--- src/design/sfl_defines.svh ---
/*
  Register offsets, field positions and reset values of the serial link control block.
  Assumes inclusion by bare name from design files only.
*/
`ifndef SFL_DEFINES_SVH
`define SFL_DEFINES_SVH
`define SFL_ADDR_HANDSHAKE   7'h01
`define SFL_ADDR_STREAM      7'h03
`define SFL_ADDR_DO_START    7'h09
`define SFL_ADDR_DO_COUNT    7'h0a
`define SFL_ADDR_READY_CTL   7'h11
`define SFL_ADDR_CSUM_CTL    7'h13
`define SFL_ADDR_CSUM_DAT    7'h1d
`define SFL_ADDR_RESULT_LOW  7'h1c
`define SFL_RST_HANDSHAKE    8'h00
`define SFL_RST_STREAM       8'h00
`define SFL_RST_DO_START     8'h1a
`define SFL_RST_DO_COUNT     8'h02
`define SFL_RST_READY_CTL    8'h03
`define SFL_RST_CSUM_CTL     8'h08
`define SFL_BIT_RELEASE      0
`define SFL_BIT_STREAM_KIND  7
`define SFL_BIT_PIN_SIX      7
`define SFL_BIT_CSUM_NO_RST  5
`define SFL_BIT_AMP_GAIN     3
`define SFL_BIT_CSUM_EN      4
`define SFL_BIT_READY_AFTER  2
`define SFL_DRV_NORMAL       3'h0
`define SFL_DRV_ALWAYS_READY 3'h3
`define SFL_DRV_DATA_ONLY    3'h4
`endif

--- src/design/sfl_pkg.sv ---
/*
  Types shared by the serial link control block.
  Assumes the defines header is compiled alongside.
*/
package sfl_pkg;
  typedef enum logic [1:0] {
    SFL_ST_IDLE,
    SFL_ST_CMD,
    SFL_ST_DATA
  } sfl_state_type;
  typedef logic [7:0] sfl_byte_type;
endpackage

--- src/design/sfl_link_ctrl.sv ---
/*
  Serial peripheral link control: register file, output pin sharing, release timing,
  data-only read setup, ready routing and checksum sequencing.
  Assumes the link clock and chip select arrive from an SPI master (mode 3) and are
  oversampled by core_clk_i; the frame is an 8-bit instruction then data bytes,
  MSB first, bit 7 of the instruction set for a read.
*/
// What this block does
// - Driver code picks data, ready or float
// - Release output after last rising edge
// - Optionally release at following falling edge
// - Stream control bit 7 picks stream kind
// - Seven-bit span for controlled streaming
// - Data-only start address, reset 0x1A
// - Data-only length is field plus one
// - Ready control bit 7 routes ready
// - Ready release resets checksum unless disabled
// - Bit 3 selects amp gain correction
// - Checksum control bit 4 enables checksum
// - Bit 2 delays ready release until checksum read
// - Checksum write resets, read returns value
// - Driver selector sits in bits 3:1
`timescale 1ns/1ps
`include "sfl_defines.svh"
module sfl_link_ctrl (
  input  wire logic             core_clk_i,
  input  wire logic             nrst_i,
  input  wire logic             sclk_i,
  input  wire logic             cs_n_i,
  input  wire logic             sdi_i,
  input  wire logic             data_ready_n_i,
  input  wire sfl_pkg::sfl_byte_type rd_data_i,
  input  wire sfl_pkg::sfl_byte_type checksum_i,
  output logic                  serial_out_o,
  output logic                  serial_out_oe_o,
  output logic                  general_pin_six_o,
  output logic                  general_pin_six_sel_o,
  output logic                  checksum_en_o,
  output logic                  checksum_clear_o,
  output logic                  stream_kind_o,
  output logic [6:0]            controlled_stream_span_o,
  output logic [6:0]            data_only_start_o,
  output logic [3:0]            result_read_bytes_o,
  output logic                  amp_gain_correction_select_o,
  output logic [6:0]            reg_addr_o,
  output logic                  reg_rd_o
);
  import sfl_pkg::*;

  logic sclk_s, cs_n_s, sdi_s, rdy_n_s;

  sfl_sync u_sync_sclk (.core_clk_i(core_clk_i), .nrst_i(nrst_i), .rst_val_i(1'b1), .async_i(sclk_i), .sync_o(sclk_s));
  sfl_sync u_sync_cs (.core_clk_i(core_clk_i), .nrst_i(nrst_i), .rst_val_i(1'b1), .async_i(cs_n_i), .sync_o(cs_n_s));
  sfl_sync u_sync_sdi (.core_clk_i(core_clk_i), .nrst_i(nrst_i), .rst_val_i(1'b0), .async_i(sdi_i), .sync_o(sdi_s));
  sfl_sync u_sync_rdy (.core_clk_i(core_clk_i), .nrst_i(nrst_i), .rst_val_i(1'b1),
                       .async_i(data_ready_n_i), .sync_o(rdy_n_s));

  sfl_state_type state_reg,       state_next;
  logic          sclk_d_reg,      sclk_d_next;
  logic          rdy_d_reg,       rdy_d_next;
  logic [2:0]    bit_cnt_reg,     bit_cnt_next;
  logic [7:0]    shift_reg,       shift_next;
  logic [7:0]    tx_reg,          tx_next;
  logic [6:0]    addr_reg,        addr_next;
  logic          read_reg,        read_next;
  logic          drive_reg,       drive_next;
  logic          hold_reg,        hold_next;
  logic          result_rd_reg,   result_rd_next;
  logic          crc_pending_reg, crc_pending_next;
  logic          clr_reg,         clr_next;
  logic          load_reg,        load_next;
  logic          rdy_out_reg,     rdy_out_next;
  logic [7:0]    hs_reg,          hs_next;
  logic [7:0]    stream_reg,      stream_next;
  logic [7:0]    do_start_reg,    do_start_next;
  logic [7:0]    do_cnt_reg,      do_cnt_next;
  logic [7:0]    rdy_ctl_reg,     rdy_ctl_next;
  logic [7:0]    csum_ctl_reg,    csum_ctl_next;
  logic          out_bit_reg,     out_bit_next;
  logic          oe_reg,          oe_next;
  logic          pin6_reg,        pin6_next;

  logic       rise, fall;
  logic [2:0] drv_code;
  logic [7:0] rd_mux;

  assign rise     = sclk_s & ~sclk_d_reg;
  assign fall     = ~sclk_s & sclk_d_reg;
  assign drv_code = hs_reg[3:1];

  always_comb begin
    unique case (addr_reg)
      `SFL_ADDR_HANDSHAKE: rd_mux = hs_reg;
      `SFL_ADDR_STREAM:    rd_mux = stream_reg;
      `SFL_ADDR_DO_START:  rd_mux = do_start_reg;
      `SFL_ADDR_DO_COUNT:  rd_mux = do_cnt_reg;
      `SFL_ADDR_READY_CTL: rd_mux = rdy_ctl_reg;
      `SFL_ADDR_CSUM_CTL:  rd_mux = csum_ctl_reg;
      `SFL_ADDR_CSUM_DAT:  rd_mux = checksum_i;
      default:             rd_mux = rd_data_i;
    endcase
  end

  always_comb begin
    state_next       = state_reg;
    sclk_d_next      = sclk_s;
    rdy_d_next       = rdy_n_s;
    bit_cnt_next     = bit_cnt_reg;
    shift_next       = shift_reg;
    tx_next          = tx_reg;
    addr_next        = addr_reg;
    read_next        = read_reg;
    drive_next       = drive_reg;
    hold_next        = hold_reg;
    result_rd_next   = result_rd_reg;
    crc_pending_next = crc_pending_reg;
    clr_next         = 1'b0;
    load_next        = 1'b0;
    rdy_out_next     = rdy_out_reg;
    hs_next          = hs_reg;
    stream_next      = stream_reg;
    do_start_next    = do_start_reg;
    do_cnt_next      = do_cnt_reg;
    rdy_ctl_next     = rdy_ctl_reg;
    csum_ctl_next    = csum_ctl_reg;

    if (cs_n_s) begin
      state_next   = SFL_ST_IDLE;
      bit_cnt_next = 3'h0;
      drive_next   = 1'b0;
      hold_next    = 1'b0;
      result_rd_next = 1'b0;
    end else begin
      if (state_reg == SFL_ST_IDLE) begin
        state_next = SFL_ST_CMD;
      end
      // Late release: a falling edge after the last rising edge ends the drive
      if (fall && hold_reg) begin
        drive_next = 1'b0;
        hold_next  = 1'b0;
      end
      if (fall && drive_reg && bit_cnt_reg != 3'h0) begin
        tx_next = {tx_reg[6:0], 1'b0};
      end
      if (rise) begin
        shift_next   = {shift_reg[6:0], sdi_s};
        bit_cnt_next = bit_cnt_reg + 3'h1;
        if (bit_cnt_reg == 3'h7) begin
          if (state_reg != SFL_ST_DATA) begin
            read_next  = shift_reg[6];
            addr_next  = {shift_reg[5:0], sdi_s};
            state_next = SFL_ST_DATA;
            if (shift_reg[6]) begin
              load_next      = 1'b1;
              result_rd_next = 1'b1;
              drive_next     = 1'b1;
            end
          end else begin
            if (!read_reg) begin
              unique case (addr_reg)
                `SFL_ADDR_HANDSHAKE: begin
                  // Forbidden driver codes are dropped
                  if ({shift_reg[2:0], sdi_s} inside {4'h0, 4'h1, 4'h6, 4'h7, 4'h8, 4'h9}) begin
                    hs_next = {shift_reg[6:0], sdi_s};
                  end else begin
                    hs_next = {shift_reg[6:3], hs_reg[3:1], sdi_s};
                  end
                end
                `SFL_ADDR_STREAM:    stream_next   = {shift_reg[6:0], sdi_s};
                `SFL_ADDR_DO_START:  do_start_next = {1'b0, shift_reg[5:0], sdi_s};
                `SFL_ADDR_DO_COUNT:  do_cnt_next   = {5'h00, shift_reg[1:0], sdi_s};
                `SFL_ADDR_READY_CTL: rdy_ctl_next  = {shift_reg[6:0], sdi_s};
                `SFL_ADDR_CSUM_CTL:  csum_ctl_next = {shift_reg[6:0], sdi_s};
                `SFL_ADDR_CSUM_DAT:  clr_next      = 1'b1;
                default: ;
              endcase
            end else begin
              if (addr_reg == `SFL_ADDR_RESULT_LOW) begin
                crc_pending_next = csum_ctl_reg[`SFL_BIT_READY_AFTER];
                rdy_out_next     = !csum_ctl_reg[`SFL_BIT_READY_AFTER] | rdy_out_reg;
              end
              if (addr_reg == `SFL_ADDR_CSUM_DAT && crc_pending_reg) begin
                crc_pending_next = 1'b0;
                rdy_out_next     = 1'b1;
              end
            end
            // Reads are single byte: its last rise ends the drive, now or at the next fall
            if (!hs_reg[`SFL_BIT_RELEASE]) begin
              drive_next = 1'b0;
            end else begin
              hold_next = 1'b1;
            end
          end
        end
      end
      // Fetch one cycle after the address settles, so outside data can follow reg_addr_o
      if (load_reg) begin
        tx_next = rd_mux;
      end
    end
    // A fresh result asserts ready and wins over a read releasing it
    if (rdy_n_s != rdy_d_reg) begin
      rdy_out_next = rdy_n_s;
    end
    // Checksum restarts when ready releases, unless suppressed
    if (rdy_out_next && !rdy_out_reg && !rdy_ctl_reg[`SFL_BIT_CSUM_NO_RST]) begin
      clr_next = 1'b1;
    end
  end

  // Pin sharing: serial data while reading, ready otherwise per driver code
  always_comb begin
    out_bit_next = rdy_out_reg;
    oe_next      = 1'b0;
    if (!cs_n_s && drive_reg && read_reg && state_reg == SFL_ST_DATA) begin
      out_bit_next = tx_reg[7];
      oe_next      = 1'b1;
    end else if (drv_code == `SFL_DRV_ALWAYS_READY) begin
      oe_next = 1'b1;
    end else if (drv_code == `SFL_DRV_NORMAL && !cs_n_s) begin
      oe_next = 1'b1;
    end
    pin6_next = rdy_out_reg;
  end

  always_ff @(posedge core_clk_i) begin
    if (!nrst_i) begin
      state_reg       <= SFL_ST_IDLE;
      sclk_d_reg      <= 1'b1;
      rdy_d_reg       <= 1'b1;
      bit_cnt_reg     <= 3'h0;
      shift_reg       <= 8'h00;
      tx_reg          <= 8'h00;
      addr_reg        <= 7'h00;
      read_reg        <= 1'b0;
      drive_reg       <= 1'b0;
      hold_reg        <= 1'b0;
      result_rd_reg   <= 1'b0;
      crc_pending_reg <= 1'b0;
      clr_reg         <= 1'b0;
      load_reg        <= 1'b0;
      rdy_out_reg     <= 1'b1;
      hs_reg          <= `SFL_RST_HANDSHAKE;
      stream_reg      <= `SFL_RST_STREAM;
      do_start_reg    <= `SFL_RST_DO_START;
      do_cnt_reg      <= `SFL_RST_DO_COUNT;
      rdy_ctl_reg     <= `SFL_RST_READY_CTL;
      csum_ctl_reg    <= `SFL_RST_CSUM_CTL;
      out_bit_reg     <= 1'b1;
      oe_reg          <= 1'b0;
      pin6_reg        <= 1'b1;
    end else begin
      state_reg       <= state_next;
      sclk_d_reg      <= sclk_d_next;
      rdy_d_reg       <= rdy_d_next;
      bit_cnt_reg     <= bit_cnt_next;
      shift_reg       <= shift_next;
      tx_reg          <= tx_next;
      addr_reg        <= addr_next;
      read_reg        <= read_next;
      drive_reg       <= drive_next;
      hold_reg        <= hold_next;
      result_rd_reg   <= result_rd_next;
      crc_pending_reg <= crc_pending_next;
      clr_reg         <= clr_next;
      load_reg        <= load_next;
      rdy_out_reg     <= rdy_out_next;
      hs_reg          <= hs_next;
      stream_reg      <= stream_next;
      do_start_reg    <= do_start_next;
      do_cnt_reg      <= do_cnt_next;
      rdy_ctl_reg     <= rdy_ctl_next;
      csum_ctl_reg    <= csum_ctl_next;
      out_bit_reg     <= out_bit_next;
      oe_reg          <= oe_next;
      pin6_reg        <= pin6_next;
    end
  end

  assign serial_out_o                 = out_bit_reg;
  assign serial_out_oe_o              = oe_reg;
  assign general_pin_six_o            = pin6_reg;
  assign general_pin_six_sel_o        = rdy_ctl_reg[`SFL_BIT_PIN_SIX];
  assign checksum_en_o                = csum_ctl_reg[`SFL_BIT_CSUM_EN];
  assign checksum_clear_o             = clr_reg;
  assign stream_kind_o                = stream_reg[`SFL_BIT_STREAM_KIND];
  assign controlled_stream_span_o     = stream_reg[6:0];
  assign data_only_start_o            = do_start_reg[6:0];
  assign result_read_bytes_o          = {1'b0, do_cnt_reg[2:0]} + 4'h1;
  assign amp_gain_correction_select_o = rdy_ctl_reg[`SFL_BIT_AMP_GAIN];
  assign reg_addr_o                   = addr_reg;
  assign reg_rd_o                     = result_rd_reg;
endmodule

--- src/design/sfl_sync.sv ---
/*
  Two-flop synchroniser for one pin level.
  Assumes the input is asynchronous to core_clk_i.
*/
`timescale 1ns/1ps
module sfl_sync (
  input  wire logic core_clk_i,
  input  wire logic nrst_i,
  input  wire logic rst_val_i,
  input  wire logic async_i,
  output logic      sync_o
);
  logic meta_reg;
  logic meta_next;
  logic sync_reg;
  logic sync_next;

  always_comb begin
    meta_next = async_i;
    sync_next = meta_reg;
    if (!nrst_i) begin
      meta_next = rst_val_i;
      sync_next = rst_val_i;
    end
  end

  always_ff @(posedge core_clk_i) begin
    meta_reg <= meta_next;
    sync_reg <= sync_next;
  end

  assign sync_o = sync_reg;
endmodule

--- config.mk ---
export PLATFORM = sky130hd
export DESIGN_NAME = sfl_link_ctrl
export DESIGN_NICKNAME = d
export VERILOG_FILES = /design/src/design/sfl_pkg.sv /design/src/design/sfl_link_ctrl.sv /design/src/design/sfl_sync.sv
export VERILOG_INCLUDE_DIRS = /design/src /design/src/design
export SDC_FILE = /design/constraint.sdc
export NUM_CORES = 1
export LEC_CHECK = 0
export ABC_AREA = 1
export BUFFER_PORTS_ARGS = -buffer_cell sky130_fd_sc_hd__buf_2
export CORE_MARGIN = 5
export CORE_UTILIZATION = 61
export DETAILED_ROUTE_END_ITERATION = 10
export GPL_ROUTABILITY_DRIVEN = 0
export HOLD_SLACK_MARGIN = 0.05
export PLACE_DENSITY = 0.93
export SYNTH_ARGS = -nofsm -noshare
export SYNTH_HDL_FRONTEND = slang
export SYNTH_HIERARCHICAL = 1
export SYNTH_SLANG_ARGS = --single-unit
--- constraint.sdc ---
create_clock -name core_clk_i -period 3.7 [get_ports core_clk_i]
set_input_delay 0.37 -clock core_clk_i [delete_from_list [all_inputs] [get_ports core_clk_i]]
set_output_delay 0.37 -clock core_clk_i [all_outputs]
set_load 0.02 [all_outputs]
==> impl_metrics.toml <==
[status]
status = "finished, final reports clean"

[finish]
area_growth_pct = 12.71
num-fill-cells = 516
finalNetCount = 612
final_common_cell = "sky130_fd_sc_hd__nand2_1"
antenna-diode-count = 0
multi_input_area_mm2 = 0.001931
layout.cells.most_common_list = "102 x sky130_fd_sc_hd__nand2_1, 90 x sky130_fd_sc_hd__dfxtp_1, 56 x sky130_fd_sc_hd__nand3_1, 55 x sky130_fd_sc_hd__buf_2, 53 x sky130_fd_sc_hd__a21oi_1"
layout.core_utilization_pct = 70.91
register_area_mm2 = 0.001802
drive_above_1_share_pct = 18.44

[synth]
netlist.area_leader.share_pct = 44.85
synth-async-reset-ratio_pct = 0
synthDistinctLibCells = 33
synth.ff_latch_count = 90
synth_top_cell_by_area = "sky130_fd_sc_hd__dfxtp_1"
syn_area_per_cell_um2 = 7.552
ys_dominant_reg_cell = "sky130_fd_sc_hd__dfxtp_1"
number_of_enable_flip_flop_cells_after_synthesis = 0
synthCells = 532
synthesis.area_mm2 = 0.004018
synth-seq-area-share_pct = 44.85
netlist_top_cells_area = "sky130_fd_sc_hd__dfxtp_1 45%, sky130_fd_sc_hd__nand2_1 9.5%, sky130_fd_sc_hd__nand3_1 7.0%"
ys.warnings.count = 6

[floorplanning]
core_mm2 = 0.006386
io_pins = 56
die-height_um = 91.16
num_rows = 29
die-width_um = 91.16
die-area_mm2 = 0.008309
floorplan.initialDensity_pct = 62.91

[timing]
final-setup-viol-count = 0
min_period_ns = 1.997
maxClockFrequency_mhz = 500.8
clock-skew-final_ns = 0.008666
worstMarginPinSlew_ns = 0.8305
period_share_pct = 53.97
rsz0062_at_grt = "no"
relSlewSlack_pct = 44.57
final-hold-violation-count = 0
fin_tns_setup_ns = 0
final-max-slew-violation-count = 0

[worst_setup_path]
critical_path.startpoint_type = "flip-flop"
r2r_end = "hs_reg[2]"
crit-reg2reg-launch = "reg_addr_o[5]"
critPathMaxStageDelay_ns = 0.34
r2r_cells = 8
timing.critical_path.mode_cell = "sky130_fd_sc_hd__nand2_1"
critPathMaxFanout = 18
critical-path-slowest-cell = "sky130_fd_sc_hd__nor2_4"
critPathKind = "flip-flop to flip-flop"
worst-endpoint-required_ns = 3.91
critical_path.endpoint_type = "flip-flop"
worst-path-stages = 8
worstPathArrival_ns = 2.21
path_cells = "inv_1 > nand2_1 > nor2_4 > nand2_1 > nor2_2 > nand2_1 > nor2_1 > a211oi_1"
crit_buf_inv = 1
timing.critical_path.max_delay_family = "simple AND/OR/NAND/NOR gates"
flop2flop_setup_slack_ns = 1.70

[cts]
cts-buffers-inserted = 9
post-cts-setup-buffers = 0
clk_transition_reported_paths_ns = 0.08
cts_tree = "built"
cts-hold-fix-buffers = 0
clock_sink_count = 90
ctsResizeCount = 0
cts-root-buf = "sky130_fd_sc_hd__clkbuf_8"
ctsHtreeMaxLevel = 3
clock_network_latency_to_the_later_pin_of_the_worst_skew_pair_ns = 0.37
clk_path_buf_depth = 2

[drt]
vias_per_inst = 5.889
drc_errors = 0
via_count = 3934
detail_route.first_pass.iterations = 5
detail_route.wirelength_um = 10690
detail_route.wl_per_cell_um = 16.00
drt.antenna.violating_nets = 0
detail_route.iter0.violations = 453

[min_path]
destination_of_the_worst_hold_path = "u_sync_cs/meta_reg"
timing.hold.worst_path_depth = 3
hold_path_class = "input port to flip-flop"
min_from = "cs_n_i"

[power]
pwr_density_cell_mw_per_mm2 = 397.0
net-switching-power_uw = 415.7
p_comb_share_pct = 5.1
power.share.switching_pct = 23.13
internal_power_uw = 1382
share_clk_of_total_power_pct = 39.3
static-leakage-power_uw = 0.002019
power.sequential.fraction_pct = 55.6
ir_drop_mv = 0.3331

[grt]
first_global_vias = 3685
grt_start_max_net_pins = 62
grt_antenna_before_repair = 0
grt-ovfl-total = 0
global_route_wire_length_before_repair_um = 17680
grt_usage_pct = 26.24

[place]
port-buffer-count = 55
post-dp-hpwl_um = 7554

[run]
drv.max_cap_violation_count = 0
==> final cells by class <==
cell class / count / share of cell area (%)
Timing Repair Buffer: 56 / 6.245
Inverter: 54 / 4.476
Sequential cell: 90 / 39.79
Clock inverter: 4 / 1.078
Multi-Input combinational cell: 375 / 42.64
Clock buffer: 12 / 3.647
Tap cell: 77 / 2.128
==> Yosys cell counts, drive strengths merged, types with 2 or more instances <==
| library cell | instances |
|---|---|
| o21ai | 46 |
| nand3 | 57 |
| nand2 | 112 |
| buf | 9 |
| a211oi | 14 |
| nor3 | 5 |
| ha | 4 |
| dfxtp | 90 |
| conb | 2 |
| nor2 | 61 |
| a21oi | 53 |
| a221oi | 5 |
| clkbuf | 6 |
| o211ai | 7 |
| inv | 54 |
==> layer usage <==
metal  vias to the layer above  GRT usage [%]  part of all wire, %
li1                       1881              -                    -
met1                      1767          32.33                   40
met2                       237          41.41                   45
met3                        49          8.430                   11
met4                         0          12.71                  4.5
met5                         -              0                    0
==> cells by family (layout without fill, tap and decap cells) <==
| kind of cell | count (synthesis) | count (layout) | synth area share, % |
|---|---|---|---|
| compound gates | 128 | 128 | 18.28 |
| xor+xnor | 1 | 1 | 0.2180 |
| fa+ha+maj | 4 | 4 | 1.246 |
| buf+inv | 69 | 126 | 7.287 |
| flops | 90 | 90 | 44.85 |
| other cells | 2 | 4 | 0.1869 |
| simple gates | 238 | 238 | 27.94 |
==> worst register-to-register path, stage by stage, from the launching register on <==
cell	delay, ns
sky130_fd_sc_hd__dfxtp_1	0.33
sky130_fd_sc_hd__inv_1	0.12
sky130_fd_sc_hd__nand2_1	0.11
sky130_fd_sc_hd__nor2_4	0.34
sky130_fd_sc_hd__nand2_1	0.17
sky130_fd_sc_hd__nor2_2	0.34
sky130_fd_sc_hd__nand2_1	0.19
sky130_fd_sc_hd__nor2_1	0.17
sky130_fd_sc_hd__a211oi_1	0.06
==> power groups by stage <==
stage,clock network [uW],logic [uW],registers (uW)
after floorplan,0,53.8,1020
after global placement,0,87.1,1020
after detailed placement,0,89.6,1020
after CTS,708,90.0,999
after global routing,749,102,1000
final,706,91.5,1000
==> how the worst max path moves through the flow <==
stage	from	end	slack [ns]
after global routing	reg_addr_o[5]	hs_reg[1]	1.43
after global placement	bit_cnt_reg[0]	hs_reg[2]	1.87
after CTS	bit_cnt_reg[0]	hs_reg[1]	1.75
after floorplan	reg_addr_o[0]	tx_reg[0]	2.16
after detailed placement	bit_cnt_reg[0]	hs_reg[1]	1.76
final	reg_addr_o[5]	hs_reg[2]	1.70
==> metrics by stage <==
step                instance area [um^2]  setup WS (ns)  instances  power [uW]  hold slack [ns]
CTS                                 4528          1.752        668        1797           0.1891
global route                        4528          1.428        668        1853           0.2132
global placement                    4314          1.874        652        1108           0.4052
floorplan                           4025          2.160        534        1076           0.3981
finish                              4528          1.703        668        1798           0.1912
detailed placement                  4314          1.758        652        1112           0.4212
Note: power is estimated with default switching activity, not from simulation.
